[config.mk]
export PLATFORM = sky130hd
export DESIGN_NAME = tism_top
export DESIGN_NICKNAME = d
export VERILOG_FILES = /design/src/common/tism_pkg.sv /design/src/common/tism_if.sv /design/src/logic/tism_evt.sv /design/src/logic/tism_top.sv
export SDC_FILE = /design/constraint.sdc
export NUM_CORES = 1
export LEC_CHECK = 0
export ABC_AREA = 1
export ABC_CLOCK_PERIOD_IN_PS = 1500
export BUFFER_PORTS_ARGS = -buffer_cell sky130_fd_sc_hd__buf_2
export CORE_UTILIZATION = 44
export CTS_BUF_LIST = sky130_fd_sc_hd__clkbuf_2
export CTS_CLUSTER_SIZE = 40
export DETAILED_ROUTE_END_ITERATION = 12
export PLACE_DENSITY = 0.82
export SETUP_SLACK_MARGIN = 0.4
export SKIP_LAST_GASP = 1
export SLEW_MARGIN = 20
export SYNTH_ARGS = -nofsm -noshare
export SYNTH_HDL_FRONTEND = slang
export SYNTH_SLANG_ARGS = --single-unit
[constraint.sdc]
create_clock -name i_clk -period 1.5 [get_ports i_clk]
set_input_delay 0.225 -clock i_clk [delete_from_list [all_inputs] [get_ports i_clk]]
set_output_delay 0.225 -clock i_clk [all_outputs]
set_load 0.1 [all_outputs]
[src/common/tism_pkg.sv]
// constants and layout helpers for the timer interrupt status and mask block
package tism_pkg;

  // number of event sources held internally, packed order below
  localparam int unsigned NSRC = 7;

  // internal source index
  localparam int unsigned SRC_A_TIMEOUT = 0;
  localparam int unsigned SRC_A_CAP_MATCH = 1;
  localparam int unsigned SRC_A_CAP_EVENT = 2;
  localparam int unsigned SRC_RTC_EVENT = 3;
  localparam int unsigned SRC_B_TIMEOUT = 4;
  localparam int unsigned SRC_B_CAP_MATCH = 5;
  localparam int unsigned SRC_B_CAP_EVENT = 6;

  // register byte offsets within one timer instance
  localparam logic [11:0] OFS_INT_MASK = 12'h018;
  localparam logic [11:0] OFS_RAW_STAT = 12'h01c;
  localparam logic [11:0] OFS_MSK_STAT = 12'h020;
  localparam logic [11:0] OFS_INT_CLR = 12'h024;

  // field positions in the 32-bit register word
  localparam int unsigned POS_A_LO = 0;
  localparam int unsigned POS_A_HI = 3;
  localparam int unsigned POS_B_LO = 8;
  localparam int unsigned POS_B_HI = 10;

  // reset values
  localparam logic [NSRC-1:0] MASK_RST = 7'h00;
  localparam logic [NSRC-1:0] RAW_RST = 7'h00;
  localparam logic [31:0] RDATA_RST = 32'h0000_0000;

  // spread the packed sources onto their register bit positions
  function automatic logic [31:0] to_word(input logic [NSRC-1:0] v);
    logic [31:0] w;
    w = 32'h0000_0000; // reserved bits stay zero
    w[POS_A_HI:POS_A_LO] = v[3:0]; // sub-timer a and rtc
    w[POS_B_HI:POS_B_LO] = v[6:4]; // sub-timer b
    return w;
  endfunction

  // gather register bit positions back into packed sources
  function automatic logic [NSRC-1:0] from_word(input logic [31:0] w);
    return {w[POS_B_HI:POS_B_LO], w[POS_A_HI:POS_A_LO]};
  endfunction

endpackage

[src/common/tism_if.sv]
// carrier between the register front end and the status bit store
`timescale 1ns/100ps
interface tism_if;
  logic [tism_pkg::NSRC-1:0] evt;
  logic [tism_pkg::NSRC-1:0] clr;
  logic [tism_pkg::NSRC-1:0] raw;

  // front end drives events and clears, reads status
  modport ctl (output evt, output clr, input raw);
  // store takes events and clears, shows status
  modport store (input evt, input clr, output raw);
endinterface

[src/logic/tism_evt.sv]
// sticky raw status bits, one per event source
`timescale 1ns/100ps
module tism_evt (
  // clock and reset
  input wire logic i_clk,
  input wire logic i_sys_rst,
  // events, clears and status
  tism_if.store bus
);

  typedef struct packed {
    logic [tism_pkg::NSRC-1:0] raw;
  } tism_evt_st_type;

  tism_evt_st_type state_r;
  tism_evt_st_type state_nxt;

  // one sticky bit per source; an event in the clear cycle still lands
  always_comb begin
    state_nxt = state_r;
    for (int i = 0; i < tism_pkg::NSRC; i++) begin
      if (bus.evt[i]) begin
        state_nxt.raw[i] = 1'b1; // set regardless of mask
      end else if (bus.clr[i]) begin
        state_nxt.raw[i] = 1'b0; // write-one clear
      end
    end
  end

  // state register
  always_ff @(posedge i_clk) begin
    if (i_sys_rst) begin
      state_r.raw <= tism_pkg::RAW_RST;
    end else begin
      state_r <= state_nxt;
    end
  end

  assign bus.raw = state_r.raw;

  // per source: set beats clear, clear alone drops the bit
  for (genvar g = 0; g < tism_pkg::NSRC; g++) begin : g_chk

  end
endmodule // tism_evt

[src/logic/tism_top.sv]
// register front end, mask and interrupt output of the timer interrupt block
//
// Strobed register access was chosen for this implementation.
`timescale 1ns/100ps
module tism_top #(
  parameter int unsigned ADDR_W = 12
) (
  // clock and reset
  input wire logic i_clk,
  input wire logic i_sys_rst,
  // register port
  input wire logic [ADDR_W-1:0] i_addr,
  input wire logic [31:0] i_wdata,
  input wire logic i_wr,
  input wire logic i_rd,
  output logic [31:0] o_rdata,
  // event pulses from sub-timer a
  input wire logic i_a_timeout,
  input wire logic i_a_capture_match,
  input wire logic i_a_capture_event,
  // event pulse from the rtc
  input wire logic i_rtc_event,
  // event pulses from sub-timer b
  input wire logic i_b_timeout,
  input wire logic i_b_capture_match,
  input wire logic i_b_capture_event,
  // controller interrupt
  output logic o_irq
);

  // the offsets need at least six address bits to decode
  if (ADDR_W < 6) begin : g_bad_addr
    $error("tism_top: ADDR_W must be at least 6");
  end

  typedef struct packed {
    logic [tism_pkg::NSRC-1:0] mask;
    logic [31:0] rdata;
  } tism_top_st_type;

  tism_top_st_type state_r;
  tism_top_st_type state_nxt;

  tism_if sbus ();

  logic [ADDR_W-1:0] ofs_mask;
  logic [ADDR_W-1:0] ofs_raw;
  logic [ADDR_W-1:0] ofs_mis;
  logic [ADDR_W-1:0] ofs_clr;
  logic [tism_pkg::NSRC-1:0] masked;
  logic hit_mask;
  logic hit_raw;
  logic hit_mis;
  logic hit_clr;

  // offsets widened to the address port; upper bits must be zero to hit
  assign ofs_mask = ADDR_W'(tism_pkg::OFS_INT_MASK);
  assign ofs_raw = ADDR_W'(tism_pkg::OFS_RAW_STAT);
  assign ofs_mis = ADDR_W'(tism_pkg::OFS_MSK_STAT);
  assign ofs_clr = ADDR_W'(tism_pkg::OFS_INT_CLR);

  // full address compare, so aliases and unaligned offsets miss
  assign hit_mask = (i_addr == ofs_mask);
  assign hit_raw = (i_addr == ofs_raw);
  assign hit_mis = (i_addr == ofs_mis);
  assign hit_clr = (i_addr == ofs_clr);

  // event pulses packed in internal source order
  assign sbus.evt[tism_pkg::SRC_A_TIMEOUT] = i_a_timeout;
  assign sbus.evt[tism_pkg::SRC_A_CAP_MATCH] = i_a_capture_match;
  assign sbus.evt[tism_pkg::SRC_A_CAP_EVENT] = i_a_capture_event;
  assign sbus.evt[tism_pkg::SRC_RTC_EVENT] = i_rtc_event;
  assign sbus.evt[tism_pkg::SRC_B_TIMEOUT] = i_b_timeout;
  assign sbus.evt[tism_pkg::SRC_B_CAP_MATCH] = i_b_capture_match;
  assign sbus.evt[tism_pkg::SRC_B_CAP_EVENT] = i_b_capture_event;

  // a one written to the clear register clears; zeros leave status alone
  assign sbus.clr = (i_wr && hit_clr) ? tism_pkg::from_word(i_wdata) : '0;

  // masked status is derived, never stored, so it cannot drift from raw
  assign masked = sbus.raw & state_r.mask;

  // level interrupt, falls as soon as the last masked bit is cleared
  assign o_irq = |masked;

  assign o_rdata = state_r.rdata;

  // raw status bit store
  tism_evt u_evt (
    .i_clk(i_clk),
    .i_sys_rst(i_sys_rst),
    .bus(sbus)
  );

  // register writes and read data; read data live one cycle only
  always_comb begin
    state_nxt = state_r;
    state_nxt.rdata = tism_pkg::RDATA_RST;
    if (i_wr && hit_mask) begin
      state_nxt.mask = tism_pkg::from_word(i_wdata);
    end
    if (i_rd) begin
      if (hit_mask) begin
        state_nxt.rdata = tism_pkg::to_word(state_r.mask);
      end else if (hit_raw) begin
        state_nxt.rdata = tism_pkg::to_word(sbus.raw);
      end else if (hit_mis) begin
        state_nxt.rdata = tism_pkg::to_word(masked);
      end
    end
  end

  // state register
  always_ff @(posedge i_clk) begin
    if (i_sys_rst) begin
      state_r.mask <= tism_pkg::MASK_RST;
      state_r.rdata <= tism_pkg::RDATA_RST;
    end else begin
      state_r <= state_nxt;
    end
  end
endmodule // tism_top

; After elaboration in Yosys (flattened, before gate mapping)
; Index checks and enable logic that the tools add are counted.
[totals]
regBits = 46
in_bits = 55
out_inout_bits = 33
[classes]
eq_ne = 4
mux = 18
n_bitwise = 2
reduce_logical = 12
[op_table]
columns = cell, count
row1 = 2-to-1 mux 11 bit, 3
row2 = "equality test 12 x 5 -> 1 bit, second input constant", 2
row3 = "equality test 12 x 6 -> 1 bit, second input constant", 2
row4 = 2-to-1 mux 1 bit, 14
row5 = nonzero test 2 bit, 7
row6 = bitwise AND 7 bit, 1
row7 = 2-to-1 mux 7 bit, 1
row8 = OR reduction 7 bit, 1
row9 = OR reduction 4 bit, 1
row10 = logical AND 1 bit, 2
row11 = OR reduction 2 bit, 1
row12 = inverter 1 bit, 1

; Logic depth before layout (Yosys ltp)
; Gate-level depths: netlist (run 1).
[logic_depth]
word_depth = 5
depth_mapped = 10

; Hierarchy
; A second synthesis (run 1) with hierarchy kept.
[hier_totals]
hier_cells = 235
hier_area_um2 = 1466.4
[by_module_without_submodules]
columns = mod, n_inst, cells_each, area_per_inst_um2, seq_area_each_um2
row1 = tism_top, 1, 200, 1212.4, 280.3
row2 = tism_evt, 1, 35, 254.0, 140.1

; Worst setup path after synthesis (run 1)
; No wires, ideal clock.
[synth_timing]
path_type = reg2out
from = register, netlist name u_evt.bus.raw[4]
to = output o_irq
arrival_time_ns = 1.468
slack_ns = -0.193
stages_incl_launch_ff = 5
cell_sequence = dfxtp_1 -> nand2_1 -> inv_1 -> nor3_1 -> nand4_1
[synth_via]
elab_chain_len = 2
[synth_rtl]
columns = element, line_no
row1 = bitwise AND 7 bit, tism_top.sv:81  ; assign masked = sbus.raw & state_r.mask;
row2 = OR reduction 7 bit, tism_top.sv:84  ; assign o_irq = |masked;
row3 = end: declaration, tism_top.sv:28  ; output logic o_irq
; Every way passes these cells.

; Final worst setup path (run 1)
[layout_timing]
from = register, netlist name u_evt.bus.raw[6]
to = output o_irq
[layout_via]
elab_chain_len = 2
[layout_rtl]
columns = element, line_no
row1 = bitwise AND 7 bit, tism_top.sv:81
row2 = OR reduction 7 bit, tism_top.sv:84
; Every way passes these cells.

==> results.ini, run 1 <==
[die]
dieWidth_um = 59.26
start_util_pct = 46.87
rows = 20
die_y_um = 59.26
top_level_ports = 88
dieArea_um2 = 3512
core-area_um2 = 3078

[routing]
via_per_inst = 4.269
drtAntennaViolNets = 0
wl_um = 3001
detail_route.wl_per_cell_um = 9.619
drt_iter0_markers = 48
dr.pass1.iters = 7
route.detailed.drc = 0
num_vias = 1332

[timing]
rsz0062_at_grt = true
fin_setup_tns_ps = -118.0
fin_crit_sh_pct = 107.9
skew_ps = 21.97
slew_viol_final = 0
period_needed_ps = 1618
setup_violations = 1
max_freq_mhz = 618.1
fin_hold_ws_ps = 67.64
finalHoldViolCount = 0
fin_ws_ps = -118.0

[power]
combPwrFrac_pct = 32.1
p_seq_share_pct = 48.0
finalPower_mw = 1.218
power.internal_uw = 690.0
p_switching_uw = 528.3
ir_worst_vdd_mv = 0.5157
sw_frac_of_total_pct = 43.36
power_density_nw_per_um2 = 701.0
clockPowerShare_pct = 19.9
p_leak_nw = 1.076

[critical_path]
critical_path_arrival_ps = 1390
cp_cell_sequence = nand2_1 -> nand2_1 -> nor3_2 -> nand4_1 -> buf_12
worstSetupEndpointType = output pin
crit_top_cell = nand2_1
cp_slowest_cell = dfxtp_2
start_kind = flop
path_class = flop to output pin
worstPathRequired_ps = 1270
r2r-start = u_evt.bus.raw[2]
slowest_delay_ps = 390
crit_family = simple AND/OR/NAND/NOR gates
path_max_fanout = 3
cp-startpoint = u_evt.bus.raw[6]
path_buf_inv = 1

[grt]
grt_pass1_vias = 1122
grt_start_max_net_pins = 15
grt_pass1_wl_um = 4485
antenna_found_initial = 0
grt_remaining_overflow = 0
grt.total_usage_pct = 16.93

[synth]
ys_warn_count = 0
yosysSeqAreaShare_pct = 29.14
netlist_instances = 230
synth_cell_type_count = 18
syn_area_um2 = 1443
ys_seq_elements = 21
syn_area_per_cell_um2 = 6.272

[placed_design]
dp_cells = 301
portBuffers = 37
place_ws_ps = 71.92
dp_hpwl_um = 2070
gp_congestion = 0.9112
placed_cell_area_um2 = 1535

[clocking]
clock_latency_ps = 340
clock_path_buffers = 2
cts_max_level = 1
cts.sinks = 21
hold_buffers = 0
root_buffer = clkbuf_2
clk_pin_slew_ps = 210
cts_tree = yes
cts_made_buffers = 3

[flow_run]
drv_cap = 0

[finish]
n_antenna_cell = 0
fin_area_um2 = 1738
layoutNonFillerInstCount = 312
area_growth_syn_to_layout_pct = 20.47
final_util_pct = 56.46
nets = 324
final_layout_size_suffix_gt1_share_pct = 26.87

[outcome]
status = finished with violations
violations = setup timing

[hold_path]
hp-start = i_b_timeout
hold_path.class = input port to flop

[routing by layer]
| layer | track usage, % | up-vias | part of all wire, % |
|---|---|---|---|
| li1 | - | 712 | - |
| met1 | 20.65 | 554 | 41 |
| met3 | 4.585 | 6 | 7.0 |
| met5 | 0 | - | 0 |
| met2 | 27.61 | 60 | 51 |
| met4 | 7.823 | 0 | 1.3 |
[tightest hold or removal path, cell delays in order]
cell	delay, ps
buf_2	90
inv_1	40
a21oi_1	50
[cell families (layout without fill, tap and decap cells)]
| kind of cell | Yosys count | after routing | share of synthesized area, % |
|---|---|---|---|
| and+or+nand+nor | 119 | 119 | 37.64 |
| buffers and inverters | 82 | 96 | 30.53 |
| DFF | 21 | 21 | 29.14 |
| AOI/OAI and AO/OA | 7 | 7 | 2.428 |
| other | 1 | 25 | 0.2599 |
[power groups by stage]
stage          clock (mW)  sequential, mW  combinational [mW]
2_1_floorplan           0           0.591               0.376
3_3_place_gp            0           0.595               0.374
3_5_place_dp            0           0.595               0.377
4_1_cts             0.248           0.584               0.384
5_1_grt             0.272           0.587               0.411
6_report            0.243           0.585               0.390
[synth_stat cells, drive strengths merged]
library cell,number,area share [%]
nand3,37,14
nand4,1,0.43
nor2,28,9.5
dfxtp,21,29
nor3,1,0.35
buf,35,18
a21oi,7,2.4
conb,1,0.26
clkbuf,1,0.26
nand2,52,14
inv,46,12
[state kept, by name, summed over array words and instances, names as in the netlist]
register	flops
u_evt.bus.raw	7
o_rdata	7
state_r	7
[cell usage in the layout (no fill, tap or decap)]
| master | instances |
|---|---|
| nand2_1 | 50 |
| inv_1 | 43 |
| nand3_1 | 36 |
| buf_2 | 29 |
| nor2_1 | 25 |
| conb_1 | 25 |
| dfxtp_2 | 12 |
| buf_4 | 9 |
| dfxtp_1 | 9 |
| buf_12 | 8 |
| a21oi_1 | 7 |
| inv_2 | 3 |
| clkbuf_2 | 3 |
| nand2_2 | 2 |
| nor2_4 | 2 |
| nor3_2 | 1 |
| nand4_1 | 1 |
| nor2_8 | 1 |
| nand3_4 | 1 |
| clkinvlp_4 | 1 |
[area by class of cell]
| cell class | count | area [um2] |
|---|---|---|
| tap | 44 | 55.05 |
| inverter | 46 | 172.7 |
| clock inverter | 1 | 7.507 |
| fill | 311 | 1340 |
| sequential | 21 | 435.4 |
| clock buffer | 3 | 15.01 |
| multi-input combinational | 151 | 679.4 |
| timing repair buffer | 46 | 372.9 |
[what timing repair did]
| action | 4_1_cts | 5_1_grt |
|---|---|---|
| pin swaps | 1 | 2 |
| setup endpoints to repair | 8 | 22 |
| setup buffers | 2 | 5 |
| resized for setup | 39 | 4 |
[path summary, 6_finish.rpt]
path / endpoint / slack, ps / depth (start not counted)
max: o_irq / -120 / 5
min: u_evt.bus.raw[4] / 70 / 3
max reg2reg: o_rdata[2] / 530 / 6
min reg2reg: u_evt.bus.raw[3] / 500 / 2
Power figures use the tool's default switching activity.
==> run 2, diff against run 1 <==
==> constraint.sdc (replaced) <==
create_clock -name i_clk -period 1.5 [get_ports i_clk]
set_input_delay 0.375 -clock i_clk [delete_from_list [all_inputs] [get_ports i_clk]]
set_output_delay 0.375 -clock i_clk [all_outputs]
set_load 0.1 [all_outputs]
==> results.ini, run 2 (synthesized netlist as in run 1, its figures left out) <==
[grt]
antenna_found_initial = 0  ; unchanged
grt.total_usage_pct = 16.86  ; was 16.93%
grt_pass1_wl_um = 4505  ; was 4485 um
grt_pass1_vias = 1086  ; was 1122
grt_remaining_overflow = 0  ; unchanged
grt_start_max_net_pins = 15  ; unchanged

[die]
dieWidth_um = 59.26  ; unchanged
dieArea_um2 = 3512  ; unchanged
top_level_ports = 88  ; unchanged
core-area_um2 = 3078  ; unchanged
start_util_pct = 46.87  ; unchanged
die_y_um = 59.26  ; unchanged
rows = 20  ; unchanged

[placed_design]
dp_cells = 303  ; was 301
dp_hpwl_um = 2050  ; was 2070 um
place_ws_ps = 51.96  ; was 71.92 ps
portBuffers = 37  ; unchanged
gp_congestion = 0.9114  ; was 0.9112
placed_cell_area_um2 = 1630  ; was 1535 um2

[outcome]
status = finished with violations  ; unchanged
violations = setup timing  ; unchanged

[finish]
most-common-layout-cells = 47 x nand2_1, 42 x inv_1, 28 x nand3_1, 28 x buf_2, 25 x conb_1  ; was 50 x nand2_1, 43 x inv_1, 36 x nand3_1, 29 x buf_2
multi_input_area_um2 = 774.5  ; was 679.4 um2
nets = 324  ; unchanged
final_common_cell = nand2_1  ; unchanged
final_util_pct = 59.96  ; was 56.46%
n_antenna_cell = 0  ; unchanged
final_layout_size_suffix_gt1_share_pct = 33.58  ; was 26.87%
layoutNonFillerInstCount = 312  ; unchanged
seqCellArea_um2 = 434.2  ; was 435.4 um2
area_growth_syn_to_layout_pct = 27.93  ; was 20.47%
fillers = 300  ; was 311
fin_area_um2 = 1846  ; was 1738 um2

[critical_path]
critical_path_arrival_ps = 1330  ; was 1390 ps
cp_cell_sequence = nand2_2 -> inv_2 -> nor3_2 -> nand4_1 -> buf_12  ; was nand2_1 -> nand2_1 -> nor3_2 -> nand4_1 -> buf_12
worstPathRequired_ps = 1120  ; was 1270 ps
path_max_fanout = 2  ; was 3
start_kind = flop  ; unchanged
cp_slowest_cell = dfxtp_2  ; unchanged
worstSetupEndpoint = o_irq  ; unchanged
path_class = flop to output pin  ; unchanged
cp-startpoint = u_evt.bus.raw[4]  ; was u_evt.bus.raw[6]
r2r-start = u_evt.bus.raw[0]  ; was u_evt.bus.raw[2]
r2r_cells = 6  ; unchanged
r2r_end = o_rdata[0]  ; was o_rdata[2]
worstSetupEndpointType = output pin  ; unchanged
reg2reg_slack_ps = 640  ; was 530 ps
slowest_delay_ps = 370  ; was 390 ps

[timing]
rsz0062_at_grt = true  ; unchanged
max_freq_mhz = 587.2  ; was 618.1 MHz
slew_viol_final = 0  ; unchanged
period_needed_ps = 1703  ; was 1618 ps
skew_ps = 10.28  ; was 21.97 ps
setup_violations = 1  ; unchanged
fin_ws_ps = -203.1  ; was -118.0 ps
fin_crit_sh_pct = 113.5  ; was 107.9%
finalHoldViolCount = 0  ; unchanged

[flow_run]
drv_cap = 0  ; unchanged

[routing]
wl_um = 2653  ; was 3001 um
via_per_inst = 4.208  ; was 4.269
route.detailed.drc = 0  ; unchanged
dr.pass1.iters = 4  ; was 7
num_vias = 1313  ; was 1332
detail_route.wl_per_cell_um = 8.503  ; was 9.619 um
drtAntennaViolNets = 0  ; unchanged
drt_iter0_markers = 43  ; was 48

[hold_path]
hold_path.class = input port to flop  ; unchanged

[clocking]
cts_max_level = 1  ; unchanged
cts_tree = yes  ; unchanged
hold_buffers = 0  ; unchanged
clock_path_buffers = 2  ; unchanged
root_buffer = clkbuf_2  ; unchanged
cts.sinks = 21  ; unchanged
clk_pin_slew_ps = 200  ; was 210 ps
clock_latency_ps = 330  ; was 340 ps
cts_made_buffers = 3  ; unchanged

[power]
p_switching_uw = 533.8  ; was 528.3 uW
p_seq_share_pct = 47.4  ; was 48.0%
p_leak_nw = 1.098  ; was 1.076 nW
finalPower_mw = 1.230  ; was 1.218 mW
combPwrFrac_pct = 33.2  ; was 32.1%
power_density_nw_per_um2 = 666.7  ; was 701.0 nW/um2
clockPowerShare_pct = 19.3  ; was 19.9%
power.internal_uw = 696.6  ; was 690.0 uW
sw_frac_of_total_pct = 43.38  ; was 43.36%
ir_worst_vdd_mv = 0.4592  ; was 0.5157 mV

run 2: cell counts in the layout (fill, tap and decap cells not counted):
Identical to the previous run, type by type.
run 2: timing repair:
action / in CTS / in global routing
endpoints found under the setup margin: 8 / 15
pin swaps: 1 / 3
hold endpoints to repair: 0 / 0
resized for setup: 39 / 11
setup buffers: 3 / 2
run 2: worst min-delay path by stage:
stage	from	end	cells past startpoint
final	i_b_timeout	u_evt.bus.raw[4]	3
after global routing	i_a_capture_event	u_evt.bus.raw[2]	3
after CTS	i_b_capture_event	u_evt.bus.raw[6]	3
after detailed placement	u_evt.bus.raw[5]	u_evt.bus.raw[5]	2
after global placement	u_evt.bus.raw[3]	u_evt.bus.raw[3]	2
after floorplan	u_evt.bus.raw[0]	u_evt.bus.raw[0]	2
run 2: cell type report:
class                      instances  area share, %
clock inverter                     1         0.4068
multi-input combinational        151          41.97
tap                               44          2.983
timing repair buffer              46          20.54
sequential                        21          23.53
clock buffer                       3         0.8136
inverter                          46          9.763
run 2: critical path: cells and delay by family, from the launching register on:
family                 cells  cell delay, ps
flip-flops                 1             370
AND/OR/NAND/NOR            3             370
buffers and inverters      2             250
run 2: routing by layer:
layer  routed length, um  vias to the layer above  track usage [%]
met4                  16                        0            4.422
li1                    -                      713                -
met5                   0                        -                0
met1                1183                      556            21.11
met3                 129                        4            4.803
met2                1324                       40            28.25
run 2: stage by stage:
step / hold WS [ps] / TNS (ps)
after CTS: 225.1 / -252.5
after global routing: 185.1 / -296.1
after detailed placement: 482.1 / 0
after floorplan: 452.7 / -343.5
final: 235.0 / -203.1
after global placement: 474.6 / 0
run 2: power by group through the flow:
stage               sequential, mW  combinational [mW]  clock, mW
global placement             0.595               0.387          0
global route                 0.585               0.432      0.278
floorplan                    0.591               0.384          0
finish                       0.584               0.409      0.238
CTS                          0.583               0.401      0.246
detailed placement           0.595               0.390          0
==> run 3, diff against run 2 <==
==> constraint.sdc (replaced) <==
create_clock -name i_clk -period 1.5 [get_ports i_clk]
set_input_delay 0.375 -clock i_clk [delete_from_list [all_inputs] [get_ports i_clk]]
set_output_delay 0.375 -clock i_clk [all_outputs]
set_load 0.005 [all_outputs]
==> results.ini, run 3 (synthesized netlist as in run 1, its figures left out) <==
[outcome]
status = finished with violations  ; unchanged
violations = setup timing  ; unchanged

[grt]
grt_start_max_net_pins = 15  ; unchanged
grt_pass1_wl_um = 4726  ; was 4505 um
grt_pass1_vias = 1177  ; was 1086
grt.total_usage_pct = 17.57  ; was 16.86%
grt_remaining_overflow = 0  ; unchanged
antenna_found_initial = 0  ; unchanged

[clocking]
cts_made_buffers = 3  ; unchanged
clk_pin_slew_ps = 220  ; was 200 ps
cts_max_level = 1  ; unchanged
clock_path_buffers = 2  ; unchanged
cts_tree = yes  ; unchanged
root_buffer = clkbuf_2  ; unchanged
clock_latency_ps = 360  ; was 330 ps
cts.sinks = 21  ; unchanged

[critical_path]
worstPathRequired_ps = 1120  ; about the same
start_kind = flop  ; unchanged
path_max_fanout = 3  ; was 2
cp_cell_sequence = nand2_2 -> nand2_2 -> nor3_2 -> nand4_1 -> buf_2  ; was nand2_2 -> inv_2 -> nor3_2 -> nand4_1 -> buf_12
path_class = flop to output pin  ; unchanged
crit_top_cell = nand2_2
path_buf_inv = 1  ; was 2
slowest_delay_ps = 390  ; was 370 ps
critical_path_arrival_ps = 1310  ; was 1330 ps
reg2reg_slack_ps = 600  ; was 640 ps
worstSetupEndpointType = output pin  ; unchanged
cp_slowest_cell = dfxtp_2  ; unchanged
crit_family = simple AND/OR/NAND/NOR gates  ; was flip-flops

[die]
top_level_ports = 88  ; unchanged
die_y_um = 59.26  ; unchanged
rows = 20  ; unchanged
core-area_um2 = 3078  ; unchanged
start_util_pct = 46.87  ; unchanged
dieWidth_um = 59.26  ; unchanged
dieArea_um2 = 3512  ; unchanged

[routing]
num_vias = 1373  ; was 1313
route.detailed.drc = 0  ; unchanged
drtAntennaViolNets = 0  ; unchanged
via_per_inst = 4.373  ; was 4.208
wl_um = 3052  ; was 2653 um
dr.pass1.iters = 4  ; unchanged
detail_route.wl_per_cell_um = 9.720  ; was 8.503 um
drt_iter0_markers = 52  ; was 43

[placed_design]
place_ws_ps = 80.57  ; was 51.96 ps
dp_hpwl_um = 2235  ; was 2050 um
gp_congestion = 0.8984  ; was 0.9114
dp_cells = 303  ; unchanged
placed_cell_area_um2 = 1600  ; was 1630 um2
portBuffers = 37  ; unchanged

[timing]
finalHoldViolCount = 0  ; unchanged
setup_violations = 1  ; unchanged
rsz0062_at_grt = true  ; unchanged
period_needed_ps = 1681  ; was 1703 ps
slew_viol_final = 0  ; unchanged
max_freq_mhz = 595.0  ; was 587.2 MHz
fin_ws_ps = -180.8  ; was -203.1 ps
skew_ps = 0.3350  ; was 10.28 ps
fin_crit_sh_pct = 112.1  ; was 113.5%

[power]
power_density_nw_per_um2 = 575.1  ; was 666.7 nW/um2
p_leak_nw = 1.080  ; was 1.098 nW
finalPower_mw = 1.003  ; was 1.230 mW
ir_worst_vdd_mv = 0.3877  ; was 0.4592 mV

[finish]
layoutNonFillerInstCount = 314  ; was 312
n_antenna_cell = 0  ; unchanged
fin_area_um2 = 1744  ; was 1846 um2
seqCellArea_um2 = 427.9  ; was 434.2 um2
multi_input_area_um2 = 782.0  ; was 774.5 um2
fillers = 320  ; was 300
final_layout_size_suffix_gt1_share_pct = 32.59  ; was 33.58%
final_common_cell = nand2_1  ; unchanged
final_util_pct = 56.67  ; was 59.96%
area_growth_syn_to_layout_pct = 20.90  ; was 27.93%
nets = 326  ; was 324
most-common-layout-cells = 44 x nand2_1, 42 x inv_1, 34 x buf_2, 29 x nand3_1, 25 x conb_1  ; was 47 x nand2_1, 42 x inv_1, 28 x nand3_1, 28 x buf_2, 25 x conb_1

[flow_run]
drv_cap = 0  ; unchanged

[hold_path]
hold_path.class = input port to flop  ; unchanged

==> run 3: cell types whose count changed in the layout (fill, tap and decap cells not counted), moves of 2 or more <==
cell / change
buf_12: -8
buf_2: +6
buf_6: +4
dfxtp_1: +5
dfxtp_2: -5
nand2_1: -3
nand2_2: +3
nor2_4: -2
==> run 3: cell type report <==
cell class | instances | share of cell area, %
multi-input cells | 152 | 44.84
flip-flops and latches | 21 | 24.53
repair buffers | 47 | 16.43
inverters | 46 | 9.900
well taps | 44 | 3.156
clock buffers | 3 | 0.8608
clock inverters | 1 | 0.2869
==> run 3: worst register-to-register path: stages, from the launching register on <==
cell and delay [ps]:
dfxtp_2 370, nand2_2 60, inv_2 40, buf_4 120, nand3_1 70, nand3_1 70, nand2_1 70, inv_1 30
==> run 3: worst paths after layout <==
kind                                        start          endpoint  cells past startpoint
worst max-delay path             u_evt.bus.raw[2]             o_irq                      5
worst min-delay path            i_a_capture_event  u_evt.bus.raw[2]                      3
worst max register to register        state_r[36]        o_rdata[8]                      7
worst min register to register   u_evt.bus.raw[0]  u_evt.bus.raw[0]                      2
==> run 3: repair_timing <==
action / CTS / global route
setup endpoints to repair: 8 / 17
setup buffers: 2 / 4
hold buffers: 0 / 0
resized for setup: 3 / 18
pin swaps: 1 / 11
cloned: 0 / 1
==> run 3: layer usage <==
layer	wire, um	GRT usage [%]	vias up
met5	0	0	-
met4	55	7.483	0
met3	160	1.965	9
met2	1491	30.66	52
met1	1345	21.70	592
li1	-	-	720
==> run 3: power by group <==
part / switching (mW) / internal, mW
combinational: 0.0910 / 0.0640
sequential: 0.0118 / 0.574
clock: 0.202 / 0.0603
total: 0.305 / 0.698
==> run 3: per-stage QoR <==
step	TNS [ps]	hold WS, ps
2_1_floorplan	0	445.4
3_3_place_gp	0	469.6
3_5_place_dp	0	475.2
4_1_cts	-149.1	221.4
5_1_grt	-218.1	214.8
6_report	-180.8	198.7
